File: config.mk
export PLATFORM = sky130hd
export DESIGN_NAME = drs_builder
export DESIGN_NICKNAME = d
export VERILOG_FILES = /design/src/logic/drs_pkg.sv /design/src/logic/drs_builder.sv
export SDC_FILE = /design/constraint.sdc
export NUM_CORES = 1
export LEC_CHECK = 0
export ABC_AREA = 1
export BUFFER_PORTS_ARGS = -buffer_cell sky130_fd_sc_hd__buf_2
export CORE_UTILIZATION = 57
export CTS_CLUSTER_DIAMETER = 30
export DETAILED_ROUTE_END_ITERATION = 12
export MAX_ROUTING_LAYER = met4
export PLACE_DENSITY = 0.86
export SLEW_MARGIN = 20
export SYNTH_ARGS = -nofsm -noshare
export SYNTH_HDL_FRONTEND = slang
export SYNTH_SLANG_ARGS = --single-unit
File: constraint.sdc
create_clock -name CLK -period 3.3 [get_ports CLK]
set_input_delay 0.495 -clock CLK [delete_from_list [all_inputs] [get_ports CLK]]
set_output_delay 0.495 -clock CLK [all_outputs]
set_load 0.01 [all_outputs]
File: src/logic/drs_pkg.sv
// constants and types shared by the result status word builder
package drs_pkg;
  localparam int          CLK_MHZ     = 125;      // system clock rate
  localparam int          TIMEOUT_US  = 1000000;  // transfer clock loss
  localparam int          TIMEOUT_CYC = TIMEOUT_US * CLK_MHZ;
  // result status field bit positions
  localparam int          B_DONE     = 0;   // operation complete
  localparam int          B_EXC      = 1;   // exception
  localparam int          B_ATTN     = 4;   // attention
  localparam int          B_UID      = 7;   // unit id, bits 7..9
  localparam int          B_APE      = 9;   // address parity / sync
  localparam int          B_SAE      = 10;  // sector address error
  localparam int          B_TMO      = 11;  // timeout
  localparam int          B_CFG      = 10;  // configuration, bits 10..11
  localparam int          B_SEEKING  = 12;  // seeking
  localparam int          B_SSFF     = 14;  // seek status flag set
  localparam int          B_XPAR     = 15;  // transmission parity
  localparam int          B_STORE    = 16;  // store bit, set unless suppressed; a parity error always sets it
  localparam int          B_CTYPE    = 17;  // control type, bits 17..23
  localparam int          B_FLAGS    = 21;  // special flags, bits 21..23
  localparam logic [2:0]  FLAG_EXT   = 3'h3;  // extended status held
  localparam logic [2:0]  FLAG_ECC   = 3'h1;  // correction read
  localparam logic [23:0] EXC_MASK   = 24'h00de00 | 24'h000200;
  // register map, byte addresses
  localparam logic [3:0]  A_CONFIG   = 4'h0;  // exchange code, rw
  localparam logic [3:0]  A_RESULT   = 4'h4;  // last result word, ro
  localparam logic [3:0]  A_STATUS   = 4'h8;  // busy / last end, ro
  localparam logic [1:0]  RESP_OKAY  = 2'h0;
  localparam logic [1:0]  RESP_SLV   = 2'h2;
  localparam logic [1:0]  CONFIG_RST = 2'h0;  // direct connection
  // operation codes presented on the op port
  typedef enum logic [2:0] {
    OP_TEST  = 3'h0,
    OP_READ  = 3'h1,
    OP_WRITE = 3'h2,
    OP_INIT  = 3'h3,
    OP_RELOC = 3'h4
  } drs_op_type;
  // sequencer states, one-hot
  typedef enum logic [1:0] {
    ST_IDLE = 2'h1,
    ST_RUN  = 2'h2
  } drs_state_type;
endpackage : drs_pkg

File: src/logic/drs_builder.sv
// result status word builder with an axi4-lite register slave
//
// Decided for this implementation: register access over AXI4-Lite and the address map.
`timescale 1ns/100ps
module drs_builder #(
  parameter int unsigned TIMEOUT_CYCLES = drs_pkg::TIMEOUT_CYC,
  parameter logic [6:0]  CTRL_ID        = 7'h2a  // arbitrary value
) (
  input  wire logic        CLK,
  input  wire logic        RESET,
  // operation start and unit state
  input  wire logic        OP_START,       // one-cycle start
  input  wire logic [2:0]  OP_CODE,        // drs_op_type code
  input  wire logic        OP_ECC,         // read with correction
  input  wire logic        FAMILY_TWO,     // 0 first family, 1 second
  input  wire logic        UNIT_PRESENT,
  input  wire logic [2:0]  UNIT_GEOM,      // geometry code 001..110
  input  wire logic        UNIT_SEEKING,
  input  wire logic        SEEK_FLAG,      // seek status flag
  input  wire logic        ADDR_FIELD_OK,  // good-parity address field
  input  wire logic        CYL_MISMATCH,   // wrong cylinder requested
  // drive electronics controller events, one-cycle pulses, plus transfer lines and the status level
  input  wire logic        INITIATE_DONE,
  input  wire logic        SECTOR_FOUND,
  input  wire logic        SECTOR_MISSING,
  input  wire logic        ADDR_PAR_ERR,
  input  wire logic        DATA_SYNC_ERR,
  input  wire logic        NO_SECTOR_PULSE,
  input  wire logic        NO_READ_DATA,
  input  wire logic        READ_OVERRUN,
  input  wire logic        SEEK_TIMEOUT,
  input  wire logic        DECODE_FAIL,
  input  wire logic        ADDR_SYNC_FAIL,
  input  wire logic        XFER_CLK,
  input  wire logic [15:0] XFER_DATA,
  input  wire logic        XFER_PARITY,
  input  wire logic        EXT_STATUS,     // level
  input  wire logic        OP_END,
  // result to the host side
  output logic [23:0]      RESULT,
  output logic             RESULT_VALID,
  output logic             TERMINATE,
  output logic             SEEK_START,
  // axi4-lite slave
  input  wire logic [3:0]  AWADDR,
  input  wire logic        AWVALID,
  output logic             AWREADY,
  input  wire logic [31:0] WDATA,
  input  wire logic [3:0]  WSTRB,
  input  wire logic        WVALID,
  output logic             WREADY,
  output logic [1:0]       BRESP,
  output logic             BVALID,
  input  wire logic        BREADY,
  input  wire logic [3:0]  ARADDR,
  input  wire logic        ARVALID,
  output logic             ARREADY,
  output logic [31:0]      RDATA,
  output logic [1:0]       RRESP,
  output logic             RVALID,
  input  wire logic        RREADY
);
  import drs_pkg::*;

  // multi-bit codes sit msb first at the lowest bit number of their field
  localparam logic [6:0] CTYPE_FIELD = {CTRL_ID[0], CTRL_ID[1], CTRL_ID[2],
                                        CTRL_ID[3], CTRL_ID[4], CTRL_ID[5],
                                        CTRL_ID[6]};
  localparam logic [2:0] EXT_FIELD   = {FLAG_EXT[0], FLAG_EXT[1],
                                        FLAG_EXT[2]};
  localparam logic [2:0] ECC_FIELD   = {FLAG_ECC[0], FLAG_ECC[1],
                                        FLAG_ECC[2]};

  // whole module state in one record
  typedef struct packed {
    drs_state_type state;       // sequencer
    drs_op_type    op;          // operation under way
    logic          ecc;         // correction read variant
    logic          fam2;        // second drive family
    logic [23:0]   acc;         // error bits gathered so far
    logic          found;       // starting sector seen
    logic          ape_wait;    // parity error before start sector
    logic          init_ph;     // still in initiate phase
    logic [31:0]   timer;       // cycles since last transfer clock
    logic [23:0]   result;      // last result word
    logic          valid;
    logic          term;
    logic          seek;
    logic          last_term;   // last operation was terminated
    logic [1:0]    exch;        // exchange configuration
    logic          aw_got;
    logic [3:0]    aw_addr;
    logic          w_got;
    logic [31:0]   w_data;
    logic [3:0]    w_strb;
    logic          awready;
    logic          wready;
    logic          bvalid;
    logic [1:0]    bresp;
    logic          arready;
    logic          rvalid;
    logic [31:0]   rdata;
    logic [1:0]    rresp;
  } drs_regs_type;

  drs_regs_type q;       // registered state
  drs_regs_type next_q;  // next state

  // final word: completion, exception and the store bit
  function automatic logic [23:0] finish(input logic [23:0] w,
                                         input logic        nostore);
    logic [23:0] r;
    r = w;
    r[B_DONE]  = 1'b1;
    r[B_EXC]   = |(w & EXC_MASK);
    r[B_STORE] = ~nostore | w[B_XPAR];
    return r;
  endfunction : finish

  logic        par_err;   // even parity on a transfer
  logic        rwr;       // read, write or relocate
  logic [23:0] w;         // working word
  logic        end_now;   // operation ends this cycle
  logic        kill;      // ended by a fault
  logic        nostore;   // suppress the store bit

  // sequencer, result assembly and register slave
  always_comb begin
    next_q  = q;
    next_q.valid = 1'b0;
    next_q.term  = 1'b0;
    next_q.seek  = 1'b0;
    par_err = XFER_CLK & ~^{XFER_DATA, XFER_PARITY};
    rwr     = (q.op == OP_READ) | (q.op == OP_WRITE) |
              (q.op == OP_RELOC);
    w       = q.acc;
    end_now = 1'b0;
    kill    = 1'b0;
    nostore = 1'b0;
    case (q.state)
      ST_IDLE: begin
        if (OP_START) begin
          next_q.op   = drs_op_type'(OP_CODE);
          next_q.ecc  = OP_ECC;
          next_q.fam2 = FAMILY_TWO;
          next_q.acc  = '0;
          next_q.found    = 1'b0;
          next_q.ape_wait = 1'b0;
          next_q.init_ph  = 1'b1;
          next_q.timer    = '0;
          next_q.state    = ST_RUN;
          w   = '0;
          rwr = (OP_CODE == OP_READ) | (OP_CODE == OP_WRITE) |
                (OP_CODE == OP_RELOC);
          if (OP_CODE == OP_TEST) begin
            // test answers at once from the unit state
            w[B_UID+2:B_UID] = UNIT_PRESENT ?
                               {UNIT_GEOM[0], UNIT_GEOM[1], UNIT_GEOM[2]} :
                               3'h0;
            w[B_CFG+1:B_CFG] = {q.exch[0], q.exch[1]};
            w[B_SEEKING]     = UNIT_SEEKING;
            w[B_SSFF]        = ~UNIT_SEEKING & SEEK_FLAG;
            w[23:B_CTYPE]    = CTYPE_FIELD;
            end_now = 1'b1;
          end else if (rwr & UNIT_SEEKING) begin
            w[B_SEEKING] = 1'b1;
            nostore = 1'b1;
            end_now = 1'b1;
          end else if (rwr & CYL_MISMATCH & SEEK_FLAG) begin
            w[B_SSFF] = 1'b1;
            nostore = 1'b1;
            end_now = 1'b1;
          end else if (rwr & CYL_MISMATCH & ADDR_FIELD_OK) begin
            w[B_SEEKING] = 1'b1;
            next_q.seek  = 1'b1;
            nostore = 1'b1;
            end_now = 1'b1;
          end else if (SEEK_TIMEOUT) begin
            w[B_TMO] = 1'b1;
            kill = 1'b1;
          end
        end
      end
      ST_RUN: begin
        // fault checks; some end the operation at once, others only set error bits
        if (XFER_CLK | ~rwr)
          next_q.timer = '0;
        else
          next_q.timer = q.timer + 32'h1;
        if (INITIATE_DONE)
          next_q.init_ph = 1'b0;
        if (SECTOR_FOUND)
          next_q.found = 1'b1;
        if (par_err) begin
          w[B_XPAR] = 1'b1;
          if (q.init_ph)
            kill = 1'b1;
        end
        if (ADDR_PAR_ERR) begin
          if (q.found)
            begin w[B_APE] = 1'b1; kill = 1'b1; end
          else
            next_q.ape_wait = 1'b1;
        end
        if (SECTOR_MISSING) begin
          if (q.ape_wait | ADDR_PAR_ERR | q.fam2)
            begin w[B_APE] = 1'b1; kill = 1'b1; end
          else if (rwr)
            begin w[B_SAE] = 1'b1; kill = 1'b1; end
        end
        if (DATA_SYNC_ERR & (q.op == OP_READ))
          begin w[B_APE] = 1'b1; kill = 1'b1; end
        if (NO_SECTOR_PULSE & ~q.fam2) begin
          w[B_ATTN] = 1'b1;
          w[B_APE]  = 1'b1;
          w[B_SAE]  = 1'b1;
          w[B_TMO]  = 1'b1;
          w[22]     = 1'b1;
          w[23]     = 1'b1;
          kill      = 1'b1;
        end
        if (NO_READ_DATA & ~q.fam2) begin
          w[B_APE] = 1'b1;
          w[B_SAE] = 1'b1;
          w[B_TMO] = 1'b1;
        end
        if (READ_OVERRUN & ~q.fam2)
          w[B_SAE] = 1'b1;
        if (~q.fam2 & (DECODE_FAIL | ADDR_SYNC_FAIL))
          w[B_TMO] = 1'b1;
        if (SEEK_TIMEOUT & (rwr | q.op == OP_INIT))
          begin w[B_TMO] = 1'b1; kill = 1'b1; end
        if (rwr & (q.timer >= TIMEOUT_CYCLES - 1))
          begin w[B_TMO] = 1'b1; kill = 1'b1; end
        if (OP_END)
          end_now = 1'b1;
        // flags on any end from the run state; extended status wins
        if (EXT_STATUS)
          begin w[23:B_FLAGS] = EXT_FIELD; nostore = 1'b1; end
        else if ((q.op == OP_READ) & q.ecc)
          begin w[23:B_FLAGS] = ECC_FIELD; nostore = 1'b1; end
        next_q.acc = w;
      end
      default: begin
        next_q.state = ST_IDLE;  // unreachable codes recover
      end
    endcase
    if (end_now | kill) begin
      next_q.result    = finish(w, nostore);
      next_q.valid     = 1'b1;
      next_q.term      = kill;
      next_q.last_term = kill;
      next_q.state     = ST_IDLE;
    end
    // write channel: address and data taken in either order
    if (AWVALID & q.awready)
      begin next_q.aw_got = 1'b1; next_q.aw_addr = AWADDR; end
    if (WVALID & q.wready) begin
      next_q.w_got  = 1'b1;
      next_q.w_data = WDATA;
      next_q.w_strb = WSTRB;
    end
    if (q.aw_got & q.w_got & ~q.bvalid) begin
      next_q.aw_got = 1'b0;
      next_q.w_got  = 1'b0;
      next_q.bvalid = 1'b1;
      next_q.bresp  = RESP_SLV;
      if (q.aw_addr == A_CONFIG) begin
        next_q.bresp = RESP_OKAY;
        if (q.w_strb[0])
          next_q.exch = q.w_data[1:0];  // steers the test answer
      end
    end
    if (q.bvalid & BREADY)
      next_q.bvalid = 1'b0;
    next_q.awready = ~next_q.aw_got & ~next_q.bvalid;
    next_q.wready  = ~next_q.w_got & ~next_q.bvalid;
    // read channel
    if (ARVALID & q.arready) begin
      next_q.rvalid = 1'b1;
      next_q.rresp  = RESP_OKAY;
      case (ARADDR)
        A_CONFIG: next_q.rdata = {30'h0, q.exch};
        A_RESULT: next_q.rdata = {8'h0, q.result};
        A_STATUS: next_q.rdata = {30'h0, q.last_term,
                                  q.state == ST_RUN};
        default: begin
          next_q.rdata = '0;
          next_q.rresp = RESP_SLV;  // unmapped address
        end
      endcase
    end else if (q.rvalid & RREADY) begin
      next_q.rvalid = 1'b0;
    end
    next_q.arready = ~next_q.rvalid;
  end

  // one register bank for the whole state
  always_ff @(posedge CLK) begin
    if (RESET) begin
      q         <= '0;
      q.state   <= ST_IDLE;
      q.op      <= OP_TEST;
      q.exch    <= CONFIG_RST;
      q.awready <= 1'b1;
      q.wready  <= 1'b1;
      q.arready <= 1'b1;
    end else begin
      q <= next_q;
    end
  end

  assign RESULT       = q.result;
  assign RESULT_VALID = q.valid;
  assign TERMINATE    = q.term;
  assign SEEK_START   = q.seek;
  assign AWREADY      = q.awready;
  assign WREADY       = q.wready;
  assign BVALID       = q.bvalid;
  assign BRESP        = q.bresp;
  assign ARREADY      = q.arready;
  assign RVALID       = q.rvalid;
  assign RDATA        = q.rdata;
  assign RRESP        = q.rresp;
endmodule : drs_builder

# [Word level (Yosys, flattened, before mapping)]
# Index checks and enable logic that the tools add are counted.
[op_classes] n_addsub=1 n_lt_le_gt_ge=1 n_eq_ne=16 n_mux=87 n_bitwise=47 reduce_logical=18
[ops] op="one-hot mux 59 bit (2 select lines)" n=1
[ops] op="one-hot mux 24 bit (3 select lines)" n=1
[ops] op="two-way mux 66 bit" n=1
[ops] op="two-way mux 1 bit" n=53
[ops] op="two-way mux 37 bit" n=1
[ops] op="adder 32 x 1 -> 32 bit, second input constant" n=1
[ops] op=">= comparator 32 x 27 -> 1 bit, second input constant" n=1
[ops] op="two-way mux 32 bit" n=1
[ops] op="two-way mux 24 bit" n=1
[ops] op="AND 1 bit" n=23
[ops] op="two-way mux 3 bit" n=7
[ops] op="XNOR reduction 17 bit" n=1
[ops] op="two-way mux 2 bit" n=7
[ops] op="NOT 1 bit" n=13
[ops] op="two-way mux 4 bit" n=3
[ops] op="one-hot mux 3 bit (2 select lines)" n=2
[ops] op="AND reduction 3 bit" n=4
[ops] op="OR reduction 6 bit" n=2
[ops] op="bitwise OR 1 bit" n=11
[ops] op="two-way mux 5 bit" n=2
[ops] op="inequality test 2 bit, second input constant" n=5
[ops] op="one-hot mux 1 bit (2 select lines)" n=5
[ops] op="== test 3 x 2 -> 1 bit, second input constant" n=3
[ops] op="zero test 4 bit" n=2
[ops] op="14 further kinds" n=19
[word_totals] reg_bits=179 in_bits=96 output_inout_bits=68 elab_cells=199

# [Longest topological paths before layout]
# Gate-level depths: netlist of the first run.
[logic_depth] ltp_word=16 mapped_depth=18 ltp_nobuf=18

# [Least setup slack after synthesis of the first run]
# No wires, ideal clock.
[synth_timing] path_kind="input-to-reg" startpoint="input OP_CODE[2]" endpoint="register q (netlist bit RESULT[16])" setup_time_ns=0.117 t_arrival_ns=1.735 required_time_ns=3.183 setup_slack_ns=1.448 path_stages=13 n_path_buf=1 cell_sequence="inv_1 > nand2_1 > o21ai_1 > nand2_1 > nor2_2 > o21ai_2 > a21oi_1 > a211oi_2 > nand3_4 > nand2_4 > buf_12 > nand3_2 > nand2_2"
[synth_via] elab_chain_cells=13 word_cells_on_any_way=28 classes_between="3 x eq/ne; 15 x mux; 9 x bitwise; 1 x reduce/logical"
[synth_rtl] element="start: declaration" line_no="drs_builder.sv:13" source="input wire logic [2:0] OP_CODE,"
[synth_rtl] element="== test 3 x 1 -> 1 bit or == test 3 x 2 -> 1 bit (tied branches)" line_no="drs_builder.sv:153" source="rwr = (OP_CODE == OP_READ) | (OP_CODE == OP_WRITE) |"
[synth_rtl] element="bitwise OR 1 bit (2 in a row)" line_no="drs_builder.sv:153"
[synth_rtl] element="AND 1 bit" line_no="drs_builder.sv:169, drs_builder.sv:173"
[synth_rtl] element="AND 1 bit" line_no="drs_builder.sv:173" source="end else if (rwr & CYL_MISMATCH & ADDR_FIELD_OK) begin"
[synth_rtl] element="two-way mux 1 bit" line_no="drs_builder.sv:173"
[synth_rtl] element="two-way mux 1 bit" line_no="drs_builder.sv:169" source="end else if (rwr & CYL_MISMATCH & SEEK_FLAG) begin"
[synth_rtl] element="two-way mux 1 bit" line_no="drs_builder.sv:165" source="end else if (rwr & UNIT_SEEKING) begin"
[synth_rtl] element="two-way mux 1 bit" line_no="drs_builder.sv:155" source="if (OP_CODE == OP_TEST) begin"
[synth_rtl] element="two-way mux 1 bit" line_no="drs_builder.sv:142" source="if (OP_START) begin"
[synth_rtl] element="one-hot mux 1 bit (2 select lines)" line_no="drs_builder.sv:140" source="case (q.state)"
[synth_rtl] element="NOT 1 bit" line_no="drs_builder.sv:116" source="r[B_STORE] = ~nostore | w[B_XPAR];"
[synth_rtl] element="bitwise OR 1 bit" line_no="drs_builder.sv:116"
[synth_rtl] element="end signal: assignment" line_no="drs_builder.sv:309" source="q <= next_q;"
[synth_rtl] element="end: declaration" line_no="drs_builder.sv:106" source="drs_regs_type q;"
# Several ways; a longest one is shown, not always the timed one.
# A chain may end at the register's enable or synchronous reset.

# [Worst setup path in the final report of the first run]
[layout_timing] startpoint="register q[178] (netlist bit)" endpoint="register q (netlist bit RESULT[23])"
[layout_via] elab_chain_cells=3 word_cells_on_any_way=6 classes_between="2 x eq/ne; 3 x mux; 1 x bitwise"
[layout_rtl] element="== test 2 bit or == test 2 x 1 -> 1 bit (tied branches)" line_no="drs_builder.sv:140"
[layout_rtl] element="one-hot mux 1 bit (2 select lines)" line_no="drs_builder.sv:140"
[layout_rtl] element="bitwise OR 1 bit" line_no="drs_builder.sv:248" source="if (end_now | kill) begin"
# Several ways; a longest one is shown, not always the timed one.

==> impl_metrics.json, run 1 <==
{
  "finalSetupViolCount": 0,
  "dp.final_hpwl_um": 9760,
  "stdcell_count": 1075,
  "peakVddDrop_mv": 0.245,
  "layout_commonest_cell": "nand2_1",
  "most-common-layout-cells": "nand2_1 (200), buf_2 (120), dfxtp_1 (106)",
  "vias": 5512,
  "antenna_left": 0,
  "grt_overflow": 0,
  "grt_pass1_wl_um": 21600,
  "hold_viol_final": 0,
  "drt_wl_total_um": 12800,
  "clk_latency_ns": 0.38,
  "cts_resized": 0,
  "clk_pin_slew_worst_paths_ns": 0.10,
  "pwr_density_cell_mw_per_mm2": 474,
  "die_area_mm2": 0.0108,
  "crit_type": "register to register",
  "drtIter0Drc": 334,
  "avgSynthCellArea_um2": 6.80,
  "end_kind": "register",
  "synth-edff-count": 0,
  "p_leak_nw": 2.92,
  "place_congestion": 0.957,
  "io_buffers": 120,
  "std_cell_rows": 36,
  "cts_root_buffer": "clkbuf_8",
  "min_period_ns": 2.32,
  "cp.required_ns": 3.57,
  "ys_types": 45,
  "htree_levels": 3,
  "wire_per_inst_um": 12.0,
  "clock_path_buffers": 2,
  "yosys_most_used_dff": "dfxtp_1",
  "worstPathArrival_ns": 2.59,
  "postPlaceCellArea_mm2": 0.00621,
  "nNetsFinal": 1036,
  "ys.warnings.count": 0,
  "track_usage": 0.247,
  "place_ws_ns": 0.985,
  "cts_hold_buf": 0,
  "worst_pin_slew_ns": 0.941,
  "rr_worst_depth": 11,
  "die_h_um": 104,
  "cts_tree": "built",
  "coreArea_mm2": 0.00991,
  "syn_inst": 872,
  "rsz0062_at_grt": "no",
  "vias_per_cell": 5.13,
  "drv_slew": 0,
  "synth_area_leaders": "dfxtp_1 (36%), nand2_1 (13%), buf_4 (7.8%)",
  "async_reset_ff_frac": 0,
  "post_cts_buffers": 0,
  "yosys.area.top_type": "dfxtp_1",
  "grt_max_degree": 44,
  "status": "finished clean",
  "hold_path_depth": 3,
  "drive_gt1_frac": 0.207,
  "ys_seq_area_frac": 0.358,
  "yosys_register_bits": 106,
  "fin_ws_ns": 0.984,
  "cts_buffers": 9,
  "antenna_found_initial": 0,
  "place_inst": 1059,
  "initial_utilization": 0.599,
  "firstDrtPassIters": 7,
  "finalSetupTns_ns": 0,
  "finalCritPeriodShare": 0.702,
  "finClkSkew_ns": 0.0115,
  "final_area_mm2": 0.00639,
  "hold_class": "input port to register",
  "worstHoldStart": "SECTOR_FOUND",
  "drcViolationCount": 0,
  "syn_to_final_growth_pct": 7.78,
  "cap_violations": 0,
  "grt_pass1_vias": 4901,
  "crit_fanout": 17,
  "final_util": 0.645,
  "die_x_um": 104,
  "crit_start": "q[178]",
  "cts_sinks": 106,
  "antenna_cells": 0,
  "critPathLaunchType": "register",
  "fmax_mhz": 432,
  "pin_count": 164,
  "rr_startpoint": "q[178]",
  "syn_area_mm2": 0.00593,
  "yosysTopAreaCellShare": 0.358,
  "maxSlewHeadroom": 0.371
}
[metal layers]
layer / track usage / share of wire / vias up
met1: 0.318 / 0.47 / 2440
met5: - / 0 / -
li1: - / - / 2871
met3: 0.0482 / 0.064 / 15
met2: 0.394 / 0.45 / 186
met4: 0.0704 / 0.015 / 0
[cell usage after synthesis (all sizes together) (3+ instances only)]
cell type,n
nor2,97
buf,66
xnor2,5
nand4,12
clkbuf,15
o21ai,66
xor2,7
nand3,58
nand2,212
ha,3
a21oi,67
or2,4
a221oi,3
a211oi,5
nor4,6
o21a,3
dfxtp,106
nor3,21
inv,103
[layout make-up]
class,count,area [um2]
inverters,104,390
well taps,133,166
flip-flops and latches,106,2120
repair buffers,126,646
multi-input cells,590,2890
clock buffers,10,128
fillers,953,3520
clock inverters,6,51.3
[where the power goes]
group          switching, mW  total [mW]  internal, mW
logic                  0.571       0.843         0.273
clock network          0.463       0.747         0.284
registers             0.0618        1.44          1.38
total                   1.09        3.03          1.93
[metrics by stage]
| step | power (mW) | hold WS [ns] |
|---|---|---|
| after CTS | 3.04 | 0.352 |
| after global routing | 3.21 | 0.356 |
| after floorplan | 2.14 | 0.423 |
| final | 3.03 | 0.362 |
| after detailed placement | 2.30 | 0.437 |
| after global placement | 2.28 | 0.435 |
[worst max-delay path: stages, from the launching register on]
cell	delay, ns
dfxtp_1	0.33
inv_1	0.07
ha_1	0.18
nand2_1	0.27
inv_1	0.31
nand2_1	0.11
inv_1	0.08
nand4_1	0.22
nand3_4	0.27
nand2_4	0.19
nand3_1	0.13
nand2_1	0.06
[final timing paths]
kind              slack (ns)          to
setup / recovery        0.98  RESULT[23]
hold reg to reg         0.45    BRESP[1]
hold / removal          0.36      q[147]
setup reg to reg        0.98  RESULT[23]
[registers in the layout, indices dropped and copies added (netlist names)]
| register | cells |
|---|---|
| q | 62 |
| RRESP | 1 |
| BVALID | 1 |
| RESULT_VALID | 1 |
| RESULT | 17 |
| WREADY | 1 |
| AWREADY | 1 |
| TERMINATE | 1 |
| SEEK_START | 1 |
| RVALID | 1 |
| ARREADY | 1 |
| RDATA | 17 |
| BRESP | 1 |
[cell families after synthesis]
family / synth area share
AO/OA/AOI/OAI: 0.138
XOR/XNOR: 0.0177
adder cells (fa/ha/maj): 0.00633
buffers and inverters: 0.161
flip-flops: 0.358
other: 0.000632
AND/OR/NAND/NOR: 0.319
Power figures use the tool's default switching activity.
==> run 2: changes to the inputs <==
Settings changed: ABC_AREA 1 to 0, CORE_UTILIZATION 57 to 47, PLACE_DENSITY 0.86 to 0.77.
Clock period 3.3 ns to 1.91 ns, I/O delays scaled along.
==> run 2 against run 1 <==
Net effect: the flow now finishes with violations (negative setup slack); synthesized cell count decreased by 26%; clock skew decreased by 0.0039 ns; sequential cell count unchanged; design area increased by 18%; critical path depth decreased by 4; worst setup slack got worse by 1.3 ns.
==> impl_metrics.json, run 2 <==
{
  "clk_pin_slew_worst_paths_ns": 0.07,
  "synth_area_leaders": "dfxtp_1 (39%), buf_4 (8.3%), a21oi_1 (5.3%)",
  "critPathLaunchType": "register",
  "holdPathEnd": "RESULT[8]",
  "rr_startpoint": "q[127]",
  "grt_pass1_vias": 5200,
  "dp.final_hpwl_um": 11200,
  "syn_area_mm2": 0.00542,
  "ys_types": 67,
  "drv_slew": 0,
  "p_leak_nw": 3.29,
  "io_buffers": 120,
  "antenna_left": 0,
  "ys_seq_area_frac": 0.392,
  "antenna_found_initial": 3,
  "firstDrtPassIters": 5,
  "vias_per_cell": 5.63,
  "grt_overflow": 0,
  "avgSynthCellArea_um2": 8.36,
  "end_kind": "register",
  "nNetsFinal": 933,
  "peakVddDrop_mv": 0.841,
  "fmax_mhz": 446,
  "worst_pin_slew_ns": 0.550,
  "cts_buffers": 9,
  "stdcell_count": 982,
  "regMostFlops": "q",
  "yosysMostFrequentCell": "dfxtp_1",
  "die_area_mm2": 0.0120,
  "async_reset_ff_frac": 0,
  "pin_count": 164,
  "most-common-layout-cells": "buf_2 (118), buf_4 (110), dfxtp_1 (86)",
  "finalSetupViolCount": 34,
  "cap_violations": 0,
  "hold_class": "input port to register",
  "cts_tree": "built",
  "cts_root_buffer": "clkbuf_16",
  "hold_path_depth": 2,
  "syn_to_final_growth_pct": 39.4,
  "yosys_register_bits": 106,
  "clock_path_buffers": 2,
  "nFillCells": 855,
  "finalCritPeriodShare": 1.17,
  "drtIter0Drc": 290,
  "finClkSkew_ns": 0.00754,
  "die_h_um": 109,
  "wire_per_inst_um": 16.3,
  "timing.rr.end": "RESULT[1]",
  "crit_fanout": 3,
  "reg2reg_slack_ns": -0.33,
  "drcViolationCount": 0,
  "maxSlewHeadroom": 0.632,
  "hold_viol_final": 0,
  "cp.required_ns": 2.16,
  "syn_inst": 648,
  "yosys_most_used_dff": "dfxtp_1",
  "std_cell_rows": 38,
  "worstHoldStart": "UNIT_GEOM[1]",
  "place_inst": 947,
  "track_usage": 0.268,
  "layout_commonest_cell": "buf_2",
  "drive_gt1_frac": 0.433,
  "place_congestion": 0.931,
  "grt_max_degree": 35,
  "worstPathArrival_ns": 2.49,
  "min_period_ns": 2.24,
  "vias": 5533,
  "die_x_um": 109,
  "cts_sinks": 106,
  "yosys.area.top_type": "dfxtp_1",
  "drt_wl_total_um": 16000,
  "initial_utilization": 0.491,
  "clk_latency_ns": 0.35,
  "synth-edff-count": 0,
  "fin_ws_ns": -0.334,
  "htree_levels": 3,
  "crit_type": "register to register",
  "total_power_mw": 6.01,
  "rsz0062_at_grt": "yes",
  "violations": "negative setup slack",
  "synth_common_cells": "dfxtp_1 (106), nor2_1 (74), nand2_1 (61)",
  "pwr_density_cell_mw_per_mm2": 795,
  "status": "complete, but fails checks",
  "largest_register_ffs": 62,
  "cts_hold_buf": 0,
  "yosysTopAreaCellShare": 0.392,
  "grt_pass1_wl_um": 24100,
  "rr_worst_depth": 7,
  "coreArea_mm2": 0.0110,
  "ys.warnings.count": 0
}
==> run 2: changes by cell type after synthesis, sizes merged, moves of 9 or more <==
| cell | delta |
|---|---|
| inv | -83 |
| a21oi | -9 |
| and3 | +10 |
| nand3 | -30 |
| a32o | +9 |
| nor2 | -23 |
| o21ai | -35 |
| nand2 | -151 |
| a22oi | +19 |
| or3 | +11 |
==> run 2: cells by family after synthesis <==
kind of cell    synth area share
other cells             0.000692
xor+xnor                  0.0619
buf+inv                    0.114
compound gates             0.202
mux                      0.00739
fa+ha+maj                0.00877
flops                      0.392
simple gates               0.214
==> run 2: worst max-delay path by stage <==
stage / start / end / depth (start not counted)
final: q[127] / RESULT[1] / 7
after global placement: XFER_DATA[6] / RESULT[15] / 9
after global routing: q[127] / RESULT[1] / 7
after detailed placement: XFER_DATA[6] / RESULT[16] / 9
after CTS: q[127] / RESULT[1] / 7
after floorplan: XFER_DATA[6] / RESULT[12] / 8
==> run 2: final cells by class <==
| class | count | area, um2 | share of cell area |
|---|---|---|---|
| multi-input combinational | 449 | 3140 | 0.415 |
| sequential | 106 | 2150 | 0.285 |
| timing repair buffer | 248 | 1650 | 0.218 |
| clock buffer | 9 | 225 | 0.0298 |
| tap | 140 | 175 | 0.0232 |
| clock inverter | 7 | 123 | 0.0162 |
| inverter | 20 | 82.6 | 0.0109 |
| antenna | 3 | 7.51 | 0.000994 |
==> run 2: power by group <==
part           internal [mW]  switching (mW)
clock                   1.29           0.842
combinational          0.672           0.813
sequential              2.30          0.0861
==> run 2: repair_timing <==
action,in CTS,in global routing
pin swaps,20,38
buffers inserted,7,9
gates cloned,1,0
setup endpoints to repair,39,46
endpoints found under the hold margin,0,0
resized for setup,44,62
==> run 2: routing by layer <==
layer / routed length [um] / global-route usage / part of all wire / vias up
met1: 6080 / 0.279 / 0.38 / 2637
met4: 624 / 0.109 / 0.039 / 0
met5: 0 / - / 0 / -
met3: 956 / 0.0664 / 0.060 / 60
li1: - / - / - / 2610
met2: 8310 / 0.483 / 0.52 / 226
==> run 2: per-stage QoR <==
step | hold slack [ns] | setup WS (ns) | setup TNS, ns | area, um2 | util
4_1_cts | 0.137 | -0.393 | -4.72 | 7240 | 0.656
5_1_grt | 0.151 | -0.375 | -6.72 | 7550 | 0.685
6_report | 0.141 | -0.334 | -4.91 | 7550 | 0.685
3_5_place_dp | 0.450 | -0.512 | -10.79 | 6650 | 0.603
2_1_floorplan | 0.363 | -0.274 | -3.52 | 5560 | -
3_3_place_gp | 0.445 | -0.479 | -9.60 | 6650 | 0.603
==> run 2: worst max-delay path, cell delays in order, from the launching register on <==
cell and delay, ns:
dfxtp_2 0.34, a2111oi_4 0.36, o211ai_1 0.14, and4_4 0.17, o31a_1 0.30, a2111o_1 0.30
or3_1 0.32, a32o_1 0.21
